## config.mk

```make
export PLATFORM = sky130hd
export DESIGN_NAME = hpor_regs
export DESIGN_NICKNAME = d
export VERILOG_FILES = /design/src/rtl/hpor_pkg.sv /design/src/rtl/hpor_regs.sv /design/src/rtl/hpor_owner_decode.sv
export SDC_FILE = /design/constraint.sdc
export NUM_CORES = 1
export LEC_CHECK = 0
export ABC_CLOCK_PERIOD_IN_PS = 2700
export BUFFER_PORTS_ARGS = -buffer_cell sky130_fd_sc_hd__buf_2
export CORE_UTILIZATION = 60
export CTS_BUF_LIST = sky130_fd_sc_hd__clkbuf_4 sky130_fd_sc_hd__clkbuf_8
export CTS_CLUSTER_DIAMETER = 200
export CTS_CLUSTER_SIZE = 14
export DETAILED_ROUTE_END_ITERATION = 10
export PLACE_DENSITY_LB_ADDON = 0.12
export SLEW_MARGIN = 20
export SYNTH_ARGS = -nofsm -noshare
export SYNTH_HDL_FRONTEND = slang
export SYNTH_SLANG_ARGS = --single-unit
```

## constraint.sdc

```tcl
create_clock -name clk -period 2.7 [get_ports clk]
set_input_delay 0.54 -clock clk [delete_from_list [all_inputs] [get_ports clk]]
set_output_delay 0.54 -clock clk [all_outputs]
set_load 0.03 [all_outputs]
```

## src/rtl/hpor_pkg.sv

```systemverilog
// Constants, layouts and carriers for the port ownership register group.
// Assumes a byte-wide register port driven by the serial slave engine.
// How it works
// - Port 1 owner in first register low nibble
// - Port 2 owner in first register high nibble
// - Reserved owner codes act as host one
// - Port 3 owner in second register low nibble
// - Port 4 owner in second register high nibble
// - Ports five to seven registers read zero
// - Locked port keeps owner, refuses reassignment
// - Lockout bits one to four map ports
// - Sleep bit powers interface down after ack
// - Sleep bit write-once, cleared only by reset
// - Soft reset restores defaults, self-clears
// - Soft reset spares protected registers after attach
// - Attach bit signals attach, protects low range
// - Attach bit write-once, cleared only by reset
// - Ownership and lockout stay writable after attach
// - All registers reset to zero
// - Only valid block protocols touch registers
// - Undefined addresses read zero, writes ignored
package hpor_pkg;
  localparam logic [7:0] HPOR_OFS_PAIR_A = 8'hF1;
  localparam logic [7:0] HPOR_OFS_PAIR_B = 8'hF2;
  localparam logic [7:0] HPOR_OFS_PAIR_C = 8'hF3;
  localparam logic [7:0] HPOR_OFS_SEVEN = 8'hF4;
  localparam logic [7:0] HPOR_OFS_FREEZE = 8'hF5;
  localparam logic [7:0] HPOR_OFS_CMD = 8'hFF;
  localparam logic [7:0] HPOR_PROTECT_TOP = 8'hF0;
  localparam logic [7:0] HPOR_RESET_VAL = 8'h00;
  localparam logic [7:0] HPOR_FREEZE_MASK = 8'h1E;
  localparam int HPOR_CMD_SLEEP_BIT = 2;
  localparam int HPOR_CMD_SOFTRST_BIT = 1;
  localparam int HPOR_CMD_ATTACH_BIT = 0;
  localparam int HPOR_PORTS = 4;
  localparam logic [3:0] HPOR_OWN_NONE = 4'h0;
  localparam logic [3:0] HPOR_OWN_HOST1 = 4'h1;
  localparam logic [3:0] HPOR_OWN_HOST2 = 4'h2;

  typedef enum logic [1:0] {
    HPOR_UNASSIGNED,
    HPOR_FIRST_HOST,
    HPOR_SECOND_HOST
  } hpor_owner_t;

  // One access from the serial slave engine, valid protocol only
  typedef struct packed {
    logic wrStrobe;
    logic rdStrobe;
    logic ackDone;
    logic [7:0] addr;
    logic [7:0] wdata;
  } hpor_req_t;

  typedef struct packed {
    logic [7:0] pairA;
    logic [7:0] pairB;
    logic [7:0] freeze;
    logic sleepReq;
    logic attach;
    logic sleepPending;
    logic [7:0] rdata;
    logic softResetPulse;
    logic [7:0] ownerCodes;
  } hpor_state_t;
endpackage

```

## src/rtl/hpor_regs.sv

```systemverilog
// Port ownership, lockout and command registers of the switching hub.
// Assumes the serial slave engine on the same clock hands over only
// accesses from valid block protocols, one byte per strobe.
`timescale 1ns/1ps
`default_nettype none
module hpor_regs
  import hpor_pkg::*;
(
  input wire logic clk,
  input wire logic nrst,
  input wire logic clkEn,
  input wire hpor_req_t req,
  output logic [7:0] rdata,
  output logic [7:0] portOwnerCode,
  output logic [3:0] portLocked,
  output logic attachReq,
  output logic interfaceSleep,
  output logic softResetPulse
);
  // ****************************************************************
  // State
  // ****************************************************************
  hpor_state_t st;
  hpor_state_t next_st;
  logic [3:0] nib [HPOR_PORTS];
  hpor_owner_t own [HPOR_PORTS];
  logic [7:0] readMux;
  logic [3:0] lockBits;

  assign nib[0] = st.pairA[3:0];
  assign nib[1] = st.pairA[7:4];
  assign nib[2] = st.pairB[3:0];
  assign nib[3] = st.pairB[7:4];
  assign lockBits = st.freeze[4:1];

  genvar gi;
  generate
    for (gi = 0; gi < HPOR_PORTS; gi++) begin : g_port
      hpor_owner_decode u_dec (
        .code(nib[gi]),
        .owner(own[gi])
      );
    end
  endgenerate

  // ****************************************************************
  // Read path
  // ****************************************************************
  always_comb begin
    case (req.addr)
      HPOR_OFS_PAIR_A: readMux = st.pairA;
      HPOR_OFS_PAIR_B: readMux = st.pairB;
      HPOR_OFS_PAIR_C: readMux = HPOR_RESET_VAL;
      HPOR_OFS_SEVEN: readMux = HPOR_RESET_VAL;
      HPOR_OFS_FREEZE: readMux = st.freeze;
      HPOR_OFS_CMD: begin
        readMux = HPOR_RESET_VAL;
        readMux[HPOR_CMD_SLEEP_BIT] = st.sleepReq;
        readMux[HPOR_CMD_ATTACH_BIT] = st.attach;
      end
      default: readMux = HPOR_RESET_VAL;
    endcase
  end

  // ****************************************************************
  // Write path
  // ****************************************************************
  // A locked nibble keeps its old code; others take the written code
  function automatic logic [7:0] merge_pair(input logic [7:0] old,
                                            input logic [7:0] wr,
                                            input logic [1:0] lk);
    logic [7:0] r;
    r = old;
    if (!lk[0]) begin
      r[3:0] = wr[3:0];
    end
    if (!lk[1]) begin
      r[7:4] = wr[7:4];
    end
    return r;
  endfunction

  always_comb begin
    next_st = st;
    next_st.softResetPulse = 1'b0;
    // Owner codes trail the stored nibbles by one clock
    next_st.ownerCodes = {own[3], own[2], own[1], own[0]};
    if (req.rdStrobe) begin
      next_st.rdata = readMux;
    end
    // Sleep takes effect once the acknowledge of its write is out
    if (st.sleepPending && req.ackDone) begin
      next_st.sleepReq = 1'b1;
      next_st.sleepPending = 1'b0;
    end
    if (req.wrStrobe && !st.sleepReq) begin
      // Ownership and lockout remain writable after attach
      case (req.addr)
        HPOR_OFS_PAIR_A:
          next_st.pairA = merge_pair(st.pairA, req.wdata, lockBits[1:0]);
        HPOR_OFS_PAIR_B:
          next_st.pairB = merge_pair(st.pairB, req.wdata, lockBits[3:2]);
        HPOR_OFS_FREEZE:
          next_st.freeze = req.wdata & HPOR_FREEZE_MASK;
        HPOR_OFS_CMD: begin
          // Bits 7:3 are not stored, so a stray one does no harm
          if (req.wdata[HPOR_CMD_ATTACH_BIT]) begin
            next_st.attach = 1'b1;
          end
          if (req.wdata[HPOR_CMD_SLEEP_BIT]) begin
            next_st.sleepPending = 1'b1;
          end
          if (req.wdata[HPOR_CMD_SOFTRST_BIT]) begin
            next_st.softResetPulse = 1'b1;
            // Ownership and lockout lie above the protected range, so
            // they return to defaults even after attach.
            next_st.pairA = HPOR_RESET_VAL;
            next_st.pairB = HPOR_RESET_VAL;
            next_st.freeze = HPOR_RESET_VAL;
            next_st.rdata = HPOR_RESET_VAL;
          end
        end
        default: ;
      endcase
    end
  end

  always_ff @(posedge clk) begin
    if (!nrst) begin
      st <= '0;
    end else if (clkEn) begin
      st <= next_st;
    end
  end

  // ****************************************************************
  // Outputs
  // ****************************************************************
  assign rdata = st.rdata;
  assign portOwnerCode = st.ownerCodes;
  assign portLocked = lockBits;
  assign attachReq = st.attach;
  assign interfaceSleep = st.sleepReq;
  assign softResetPulse = st.softResetPulse;
endmodule
`default_nettype wire

```

## src/rtl/hpor_owner_decode.sv

```systemverilog
// Decodes one ownership nibble into a host selection.
// Assumes the nibble comes straight from a stored register.
`timescale 1ns/1ps
`default_nettype none
module hpor_owner_decode
  import hpor_pkg::*;
(
  input wire logic [3:0] code,
  output hpor_owner_t owner
);
  always_comb begin
    case (code)
      HPOR_OWN_NONE: owner = HPOR_UNASSIGNED;
      HPOR_OWN_HOST2: owner = HPOR_SECOND_HOST;
      default: owner = HPOR_FIRST_HOST;
    endcase
  end
endmodule
`default_nettype wire

```

# Word-level counts from Yosys, hierarchy flattened
# Index checks and enable logic that the tools add are counted.
[totals] output_inout_bits=23 inputBits=22 reg_bits=44 elab_cells=60
[classes] n_reduce_logical=17 n_eq_ne=13 mux=19
[op_table] cell="8-bit one-hot mux with 2 select lines" n=3
[op_table] cell="8-bit equality test, second input constant" n=4
[op_table] cell="8-bit one-hot mux with 4 select lines" n=1
[op_table] cell="24-bit 2-to-1 mux" n=1
[op_table] cell="10-bit 2-to-1 mux" n=2
[op_table] cell="5-bit AND reduction" n=4
[op_table] cell="4-bit by 2-bit equality test with 1-bit output, second input constant" n=4
[op_table] cell="4-bit logical NOT" n=4
[op_table] cell="4-bit 2-to-1 mux" n=4
[op_table] cell="2-bit one-hot mux with 2 select lines" n=4
[op_table] cell="2-bit != test, second input constant" n=5
[op_table] cell="9-bit 2-to-1 mux" n=1
[op_table] cell="8-bit 2-to-1 mux" n=1
[op_table] cell="4-bit AND reduction" n=2
[op_table] cell="2-bit nonzero test" n=3
[op_table] cell="1-bit logical AND" n=2
[op_table] cell="1-bit 2-to-1 mux" n=2
[op_table] cell="2-bit AND reduction" n=1
[op_table] cell="1-bit logical NOT" n=1

# Depth between registers and ports, before layout
# Gate-level depths: netlist (run 1).
[depth] depth_word=6 depth_mapped=6 ltp_nobuf=4

# Hierarchy
# A second synthesis (run 1) with hierarchy kept.
[hier_totals] cells_unflattened=214 hier_area_um2=1958.1
[modules_own_cells] mod="hpor_regs" seq_area_each_um2=800.8 n_inst=1 area_per_inst_um2=1898.1 cells_each=206
[modules_own_cells] mod="hpor_owner_decode" seq_area_each_um2=0.0 n_inst=4 area_per_inst_um2=15.0 cells_each=2

# Worst setup path before layout (run 1)
# Ideal clock, no wire load.
[synth_path] kind="in2reg" startpoint="input port req[10] (netlist bit)" endpoint="register st (netlist bit nib[10])" slack_ns=1.169 setup_time_ns=0.120 stages=5 arrival_ns=1.410 t_required_ns=2.580 path_buffers=2 cell_sequence="buf_6 > buf_4 > o41ai_2 > nand3_2 > mux2i_1"
[synth_between] elab_chain_len=3 elab_cells_between_ends=7 cone_classes="eq/ne (4); mux (1); reduce/logical (2)"
[synth_lines] element="start, declared" line="hpor_regs.sv:12" text="input wire hpor_req_t req,"
[synth_lines] element="8-bit equality test" line="hpor_regs.sv:98" text="case (req.addr)"
[synth_lines] element="2-bit != test (no line) or 2-bit nonzero test (tied branches)"
[synth_lines] element="5-bit AND reduction (no line)"
[synth_lines] element="end signal, assigned" line="hpor_regs.sv:132" text="st <= next_st;"
[synth_lines] element="end, declared" line="hpor_regs.sv:23" text="hpor_state_t st;"
# Several ways; a longest one is shown, not always the timed one.
# A chain may end at the register's enable or synchronous reset.

# Worst setup path in the final report (run 1)
[layout_path] startpoint="register st (netlist bit portLocked[0])" endpoint="output port portLocked[0]"
[layout_lines] element="end, declared" line="hpor_regs.sv:15" text="output logic [3:0] portLocked,"
# No word-level cell between the ends.

==> flow_metrics.py, run 1 <==
metrics = {
    "worst_setup_path": {
        "worstPathArrival_ns": 1.02,
        "slowest_delay_ns": 0.44,
        "slowest_stage": "dfxtp_1",
        "crit_fanout": 4,
        "cp.required_ns": 2.16,
        "endpoint_kind": "output port",
        "start_kind": "flop",
        "path_buf_inv": 1,
        "critPathTopFamily": "flip-flops",
        "worstPathCellList": "buf_2",
        "critPathKind": "reg -> out",
    },
    "routing": {
        "drc": 0,
        "num_vias": 1651,
        "wl_per_cell_um": 14.7,
        "first_pass_iters": 4,
        "antenna_left": 0,
        "wirelength_um": 4300,
        "vias_per_cell": 5.65,
        "drt_iter0_drc": 78,
    },
    "synthesis": {
        "syn-cell-area_mm2": 0.00211,
        "synth_cells": 225,
        "synthTopCellsByArea": "dfxtp_1, mux2i_1, buf_4",
        "synth_top_area_share_pct": 38.0,
        "ys_ff_latch": 40,
        "ys_seq_area_share_pct": 38.0,
        "async_flop_share_pct": 0,
        "synth_edf_count": 0,
        "avgSynthCellArea_um2": 9.36,
        "yosys.area.top_type": "dfxtp_1",
        "synth.net_count": 247,
        "synthDistinctLibCells": 45,
        "synthFlopType": "dfxtp_1",
        "ys_warn_count": 0,
    },
    "hold_path": {
        "hold_class": "in -> reg",
    },
    "die": {
        "die_area_mm2": 0.00375,
        "die_w_um": 61.2,
        "io_pins": 45,
        "die_h_um": 61.2,
        "coreArea_mm2": 0.00334,
        "row_count": 21,
        "start_util_pct": 63.1,
    },
    "timing": {
        "worstMarginPinSlew_ns": 0.398,
        "fin_skew_ns": 0.00824,
        "finalWorstSetupSlack_ns": 1.14,
        "rsz0062_at_grt": "no",
        "finalMaxSlewViolations": 0,
        "setup-tns-final_ns": 0,
        "max_clock_freq_mhz": 640,
        "finalSetupViolations": 0,
        "period_share_pct": 57.8,
        "slew_headroom_pct": 73.4,
        "min_period_ns": 1.56,
        "hold_slack_ns": 0.435,
        "hold_viol": 0,
    },
    "global_routing": {
        "overflow": 0,
        "gr-usage-all-layers_pct": 25.3,
        "grt_max_degree": 26,
        "antenna_found_initial": 0,
        "grt_first_pass_wirelength_um": 6730,
        "grt_pass1_vias": 1373,
    },
    "clock_network": {
        "h-tree-depth": 2,
        "post_cts.repair.setup_buffers": 0,
        "cts_root_buffer": "clkbuf_4",
        "cts.clk_slew.worst_paths_ns": 0.11,
        "cts_buffers": 5,
        "clk_latency_ns": 0.36,
        "clockBufferDepth": 2,
        "cts_resized": 0,
        "cts-hold-fix-buffers": 0,
        "cts_tree": "built",
        "cts_sinks": 40,
    },
    "layout": {
        "final_cell_mix": "buf_2, dfxtp_1, nand2_1",
        "layout-area-overhead-vs-synth_pct": 6.18,
        "final_nets": 267,
        "fillers": 297,
        "drive_above_1_share_pct": 28.5,
        "final_cell_count_no_fill": 292,
        "diodes": 0,
        "mostFrequentLayoutCell": "buf_2",
    },
    "pwr": {
        "power_density_mw_per_mm2": 467,
        "totalPowerFinal_mw": 1.04,
        "p_leak_nw": 1.06,
        "irDropWorstVdd_mv": 0.306,
    },
    "placed_design": {
        "placed_cells": 284,
        "hpwl_um": 3240,
        "place.gp.congestion": 0.850,
        "post-place-ws_ns": 0.804,
        "port_buffers": 44,
    },
    "outcome": {
        "status": "completed",
    },
    "run": {
        "drv_cap": 0,
    },
}
-- kinds of logic after synthesis --
family,Yosys count,synth area share [%]
compound gates,37,14.4
xor+xnor,1,0.416
buf+inv,32,10.5
flops,40,38.0
mux,22,10.5
simple gates,93,26.1
-- path summary, 6_finish.rpt --
check / start / endpoint / slack, ns / cells after the start
worst max-delay path: portLocked[0] / portLocked[0] / 1.14 / 1
worst min-delay path: req[6] / nib[2] / 0.44 / 3
worst max register to register: interfaceSleep / nib[6] / 1.30 / 4
worst min register to register: rdata[1] / rdata[1] / 0.46 / 2
-- metal layers --
| layer | global-route usage (%) | wire, um |
|---|---|---|
| met5 | 0 | 0 |
| met4 | 8.77 | 48 |
| met3 | 6.30 | 223 |
| met2 | 38.7 | 1940 |
| met1 | 34.6 | 2090 |
-- power by group --
group          internal (mW)  switching [mW]
sequential             0.596         0.00277
combinational         0.0396          0.0753
clock                  0.137           0.193
-- flip-flops by register name, indices dropped and copies added, names as in the netlist --
name,count
nib,16
softResetPulse,1
st,1
portOwnerCode,8
attachReq,1
portLocked,4
interfaceSleep,1
rdata,8
-- through the flow --
stage / util (%) / cell area [um2]
after floorplan: - / 2110
after global placement: 65.0 / 2170
after detailed placement: 65.0 / 2170
after CTS: 67.0 / 2240
after global routing: 67.0 / 2240
final: 67.0 / 2240
-- area by class of cell --
class,count,area [um2],area share [%]
clock buffers,7,58.8,2.63
clock inverters,1,7.51,0.336
multi-input cells,153,1080,48.5
flip-flops and latches,40,801,35.8
well taps,46,57.6,2.57
repair buffers,45,228,10.2
-- cell usage after synthesis, types with 2 or more instances --
| cell type | number |
|---|---|
| nand4_1 | 3 |
| a22oi_1 | 5 |
| dfxtp_1 | 40 |
| nand3_1 | 5 |
| o21ai_0 | 3 |
| buf_6 | 2 |
| clkbuf_1 | 5 |
| nand3_2 | 2 |
| nand2_1 | 39 |
| nor2_1 | 5 |
| nor2b_1 | 3 |
| buf_2 | 3 |
| nor3_1 | 8 |
| o211a_1 | 4 |
| o41ai_2 | 2 |
| a211oi_1 | 5 |
| nand4_2 | 4 |
| a21boi_0 | 5 |
| a22o_1 | 3 |
| buf_4 | 22 |
| nand2b_1 | 6 |
| nand4b_1 | 2 |
| nand4bb_1 | 2 |
| mux2i_1 | 21 |
| a21oi_1 | 6 |
Note: power is estimated with default switching activity, not from simulation.
==> run 2, diff against run 1 <==
--- a/config.mk
+++ b/config.mk
@@ -5,9 +5,10 @@
 export SDC_FILE = /design/constraint.sdc
 export NUM_CORES = 1
 export LEC_CHECK = 0
-export ABC_CLOCK_PERIOD_IN_PS = 2700
+export ABC_AREA = 1
+export ABC_CLOCK_PERIOD_IN_PS = 1400
 export BUFFER_PORTS_ARGS = -buffer_cell sky130_fd_sc_hd__buf_2
-export CORE_UTILIZATION = 60
+export CORE_UTILIZATION = 51
 export CTS_BUF_LIST = sky130_fd_sc_hd__clkbuf_4 sky130_fd_sc_hd__clkbuf_8
 export CTS_CLUSTER_DIAMETER = 200
 export CTS_CLUSTER_SIZE = 14
==> constraint.sdc (replaced) <==
create_clock -name clk -period 1.4 [get_ports clk]
set_input_delay 0.28 -clock clk [delete_from_list [all_inputs] [get_ports clk]]
set_output_delay 0.28 -clock clk [all_outputs]
set_load 0.03 [all_outputs]
==> run 2 against run 1 <==
Hold slack lost 0.21 ns. Critical path depth grew 7. First-iteration DRC count grew 31%. Power grew 110%. Global-route usage grew 1.3 points. Via count grew 30%. Wire length grew 28%. Die area grew 24%. Sequential power grew 94%. Critical path type is now reg -> reg. Largest power group unchanged.
==> flow_metrics.py, run 2 <==
metrics = {
    "outcome": {
        "status": "completed",
    },
    "synthesis": {
        "syn-cell-area_mm2": 0.00223,
        "synth.net_count": 344,
        "synth_top_area_share_pct": 35.9,
        "ys_seq_area_share_pct": 35.9,
        "synthFlopType": "dfxtp_1",
        "avgSynthCellArea_um2": 6.92,
        "synth.top_cells.by_count": "nand2_1, nor2_1, dfxtp_1",
        "synthTopCellsByArea": "dfxtp_1, nand2_1, nor2_1",
        "ys_ff_latch": 40,
        "synthDistinctLibCells": 27,
        "async_flop_share_pct": 0,
        "synth_most_common_cell": "nand2_1",
        "synth_cells": 322,
        "yosys.area.top_type": "dfxtp_1",
        "synth_edf_count": 0,
        "ys_warn_count": 0,
    },
    "routing": {
        "first_pass_iters": 4,
        "antenna_left": 0,
        "drt_iter0_drc": 102,
        "wl_per_cell_um": 13.2,
        "wirelength_um": 5520,
        "num_vias": 2150,
        "vias_per_cell": 5.16,
        "drc": 0,
    },
    "timing": {
        "worstMarginPinSlew_ns": 0.409,
        "slew_headroom_pct": 72.5,
        "setup-tns-final_ns": 0,
        "min_period_ns": 1.26,
        "finalMaxSlewViolations": 0,
        "rsz0062_at_grt": "no",
        "max_clock_freq_mhz": 796,
        "hold_slack_ns": 0.226,
        "fin_skew_ns": 0.0106,
        "period_share_pct": 89.7,
        "finalSetupViolations": 0,
        "finalWorstSetupSlack_ns": 0.144,
        "hold_viol": 0,
    },
    "pwr": {
        "totalPowerFinal_mw": 2.24,
        "power_density_mw_per_mm2": 872,
        "p_leak_nw": 1.24,
        "irDropWorstVdd_mv": 0.528,
    },
    "placed_design": {
        "port_buffers": 44,
        "place.gp.congestion": 0.934,
        "hpwl_um": 4350,
        "post-place-ws_ns": -0.0587,
    },
    "layout": {
        "final_cell_mix": "nand2_1, nor2_1, buf_2",
        "drive_above_1_share_pct": 28.1,
        "diodes": 0,
        "mostFrequentLayoutCell": "nand2_1",
        "fin_util_pct": 62.9,
        "largest_register_ffs": 16,
        "final_nets": 388,
        "layout-area-overhead-vs-synth_pct": 15.4,
    },
    "clock_network": {
        "clockBufferDepth": 2,
        "cts_root_buffer": "clkbuf_8",
        "cts_buffers": 5,
        "h-tree-depth": 2,
        "cts.clk_slew.worst_paths_ns": 0.09,
        "cts_resized": 0,
        "cts_tree": "built",
        "cts_sinks": 40,
        "post_cts.repair.setup_buffers": 0,
        "cts-hold-fix-buffers": 0,
        "clk_latency_ns": 0.30,
    },
    "die": {
        "start_util_pct": 54.5,
        "coreArea_mm2": 0.00409,
        "die_area_mm2": 0.00464,
        "die_h_um": 68.1,
        "io_pins": 45,
        "row_count": 23,
        "die_w_um": 68.1,
    },
    "global_routing": {
        "grt_first_pass_wirelength_um": 9020,
        "gr-usage-all-layers_pct": 26.6,
        "grt_pass1_vias": 1952,
        "antenna_found_initial": 0,
        "grt_max_degree": 21,
        "overflow": 0,
    },
    "worst_setup_path": {
        "endpoint_kind": "flop",
        "rr_worst_depth": 8,
        "start_kind": "flop",
        "critPathKind": "reg -> reg",
        "reg2reg_slack_ns": 0.14,
        "worstPathArrival_ns": 1.49,
        "crit_fanout": 6,
        "cp.required_ns": 1.63,
    },
    "hold_path": {
        "whs_path_depth": 3,
        "hold_class": "in -> reg",
    },
    "run": {
        "drv_cap": 0,
    },
}
[run 2: changes by cell type after synthesis, moves of 5 or more]
cell | previous run | this run
mux2i_1 | 21 | 0
nand2_1 | 39 | 73
nor2_1 | 5 | 52
a21boi_0 | 5 | 0
a211oi_1 | 5 | 0
a21oi_1 | 6 | 15
nand3_1 | 5 | 31
o211ai_1 | 0 | 5
nand2_2 | 0 | 6
nand2b_1 | 6 | 0
nor2_4 | 0 | 6
a22oi_1 | 5 | 0
inv_1 | 0 | 23
[run 2: stage by stage]
step                      area [um2]  instances
after floorplan                 2230        322
after global placement          2470        409
after detailed placement        2470        409
after CTS                       2570        417
after global routing            2570        417
final                           2570        417
[run 2: final cells by class]
class | count | area [um2]
Timing Repair Buffer | 66 | 385
Fill cell | 383 | 1520
Tap cell | 50 | 62.6
Inverter | 27 | 101
Clock buffer | 6 | 82.6
Clock inverter | 2 | 15.0
Sequential cell | 40 | 801
Multi-Input combinational cell | 226 | 1120
[run 2: cell families (layout without fill, tap and decap cells)]
group / Yosys count / after routing / synth area share [%]
flip-flops: 40 / 40 / 35.9
AO/OA/AOI/OAI: 28 / 28 / 6.91
buffers and inverters: 56 / 101 / 13.6
AND/OR/NAND/NOR: 198 / 198 / 43.5
[run 2: worst max-delay path, cell delays in order, from the launching register on]
cell and delay [ns]:
dfxtp_1 0.36, nor2_1 0.11, buf_4 0.15, nand3_1 0.10
nand2_2 0.15, inv_2 0.06, nor2_4 0.13, nor2_1 0.05
nor2_1 0.09
[run 2: final timing paths]
| check | startpoint | endpoint |
|---|---|---|
| setup reg to reg | interfaceSleep | nib[0] |
| setup / recovery | interfaceSleep | nib[0] |
| hold reg to reg | portOwnerCode[7] | portOwnerCode[7] |
| hold / removal | req[3] | portLocked[2] |
[run 2: per-layer routing]
metal  track usage [%]  vias to the layer above  part of all wire [%]
li1                  -                     1102                     -
met1              36.0                      976                    48
met2              41.3                       61                    44
met3              5.00                       11                   6.0
met4              10.4                        0                   1.9
met5                 0                        -                     0
[run 2: power breakdown]
part           internal (mW)  switching [mW]  leakage (nW)  total [mW]
sequential              1.15         0.00684         0.323        1.16
combinational         0.0947           0.173         0.878       0.267
clock                  0.399           0.420        0.0434       0.819
total                   1.64           0.599          1.24        2.24
==> run 3, diff against run 2 <==
--- a/config.mk
+++ b/config.mk
@@ -13,7 +13,7 @@
 export CTS_CLUSTER_DIAMETER = 200
 export CTS_CLUSTER_SIZE = 14
 export DETAILED_ROUTE_END_ITERATION = 10
-export PLACE_DENSITY_LB_ADDON = 0.12
+export PLACE_DENSITY_LB_ADDON = 0.08
 export SLEW_MARGIN = 20
 export SYNTH_ARGS = -nofsm -noshare
 export SYNTH_HDL_FRONTEND = slang
==> run 3 against run 2 <==
Register-to-register slack about the same. Sequential power about the same. Setup slack about the same. Final cell count down 0.24%. Critical endpoint is now nib[9].
==> flow_metrics.py, run 3 (synthesized netlist as in run 2, its figures left out) <==
metrics = {
    "layout": {
        "final_cell_mix": "nand2_1, nor2_1, buf_2",
        "final_cell_count_no_fill": 416,
        "fillers": 410,
        "largest_register_ffs": 16,
        "drive_above_1_share_pct": 27.9,
        "fin_util_pct": 63.9,
        "diodes": 0,
        "layout-area-overhead-vs-synth_pct": 17.2,
        "final_nets": 387,
        "mostFrequentLayoutCell": "nand2_1",
    },
    "die": {
        "coreArea_mm2": 0.00409,
        "die_area_mm2": 0.00464,
        "io_pins": 45,
        "start_util_pct": 54.5,
        "die_h_um": 68.1,
        "die_w_um": 68.1,
        "row_count": 23,
    },
    "worst_setup_path": {
        "critPathKind": "reg -> reg",
        "slowest_stage": "dfxtp_1",
        "worstPathArrival_ns": 1.46,
        "crit_fanout": 8,
        "endpoint_kind": "flop",
        "path_buf_inv": 1,
        "worstPathCellList": "nor2_1 -> buf_4 -> nand2_2 -> nor2_4 -> nand2_1 -> nand2_1 -> nor2_1",
        "critPathTopFamily": "simple AND/OR/NAND/NOR gates",
        "slowest_delay_ns": 0.37,
        "start_kind": "flop",
        "cp.required_ns": 1.60,
    },
    "clock_network": {
        "cts-hold-fix-buffers": 0,
        "h-tree-depth": 2,
        "clockBufferDepth": 2,
        "clk_latency_ns": 0.30,
        "cts_root_buffer": "clkbuf_8",
        "cts_tree": "built",
        "cts_buffers": 5,
        "post_cts.repair.setup_buffers": 0,
        "cts_resized": 0,
        "cts.clk_slew.worst_paths_ns": 0.08,
        "cts_sinks": 40,
    },
    "timing": {
        "worstMarginPinSlew_ns": 0.469,
        "fin_skew_ns": 0.00604,
        "max_clock_freq_mhz": 796,
        "finalMaxSlewViolations": 0,
        "min_period_ns": 1.26,
        "rsz0062_at_grt": "no",
        "hold_viol": 0,
        "finalSetupViolations": 0,
        "slew_headroom_pct": 68.4,
        "period_share_pct": 89.7,
    },
    "routing": {
        "first_pass_iters": 4,
        "wl_per_cell_um": 13.0,
        "drc": 0,
        "antenna_left": 0,
        "drt_iter0_drc": 180,
        "wirelength_um": 5400,
        "num_vias": 2126,
        "vias_per_cell": 5.11,
    },
    "pwr": {
        "power_density_mw_per_mm2": 933,
        "pwr-share-clk_pct": 41.3,
        "seq_power_share_pct": 47.5,
        "p_leak_nw": 1.27,
        "irDropWorstVdd_mv": 0.464,
        "switching_power_mw": 0.603,
        "totalPowerFinal_mw": 2.44,
        "pwr-share-comb_pct": 11.2,
        "internal_power_mw": 1.83,
        "switching_share_pct": 24.7,
    },
    "placed_design": {
        "placed_cells": 408,
        "port_buffers": 44,
        "hpwl_um": 4230,
        "place.gp.congestion": 0.909,
    },
    "global_routing": {
        "gr-usage-all-layers_pct": 26.3,
        "overflow": 0,
        "grt_first_pass_wirelength_um": 8860,
        "grt_max_degree": 16,
        "grt_pass1_vias": 1930,
        "antenna_found_initial": 0,
    },
    "run": {
        "drv_cap": 0,
    },
    "outcome": {
        "status": "completed",
    },
    "hold_path": {
        "hold_class": "in -> reg",
    },
}
## run 3: through the flow
stage	instance area, um2	setup slack [ns]	TNS (ns)	hold WS [ns]
2_1_floorplan	2230	0.0557	0	0.420
3_3_place_gp	2490	-0.0331	-0.225	0.452
3_5_place_dp	2490	-0.0665	-0.502	0.458
4_1_cts	2610	0.154	0	0.238
5_1_grt	2610	0.00273	0	0.270
6_report	2610	0.144	0	0.248
## run 3: worst register-to-register path, cell delays in order, from the launching register on
cell and delay [ns]:
dfxtp_1 0.37, nor2_1 0.12, buf_4 0.14, nand2_2 0.10, nor2_4 0.22, nand2_1 0.09
nand2_1 0.08, nor2_1 0.04
## run 3: power by group through the flow
stage,clock network (mW),logic [mW],registers [mW]
CTS,1.02,0.273,1.16
finish,1.01,0.273,1.16
global placement,0,0.270,1.18
detailed placement,0,0.272,1.18
floorplan,0,0.179,1.18
global route,1.05,0.301,1.16
## run 3: path summary, 6_finish.rpt
check / from / to / slack [ns] / depth (start not counted)
min reg2reg: portOwnerCode[3] / portOwnerCode[3] / 0.47 / 2
max: interfaceSleep / nib[9] / 0.14 / 7
max reg2reg: interfaceSleep / nib[9] / 0.14 / 7
min: req[3] / portLocked[2] / 0.25 / 3
## run 3: cell type report
cell class                 count  area [um2]  area share [%]
timing repair buffer          65         403            15.4
inverter                      27         101            3.88
tap                           50        62.6            2.39
clock inverter                 2        38.8            1.48
clock buffer                   6        82.6            3.16
multi-input combinational    226        1120            43.0
sequential                    40         801            30.7
## run 3: per-layer routing
layer	routed length [um]	vias up	track usage [%]
li1	-	1103	-
met1	2510	954	34.9
met2	2540	61	42.9
met3	274	8	4.50
met4	78	0	8.85
met5	0	-	0
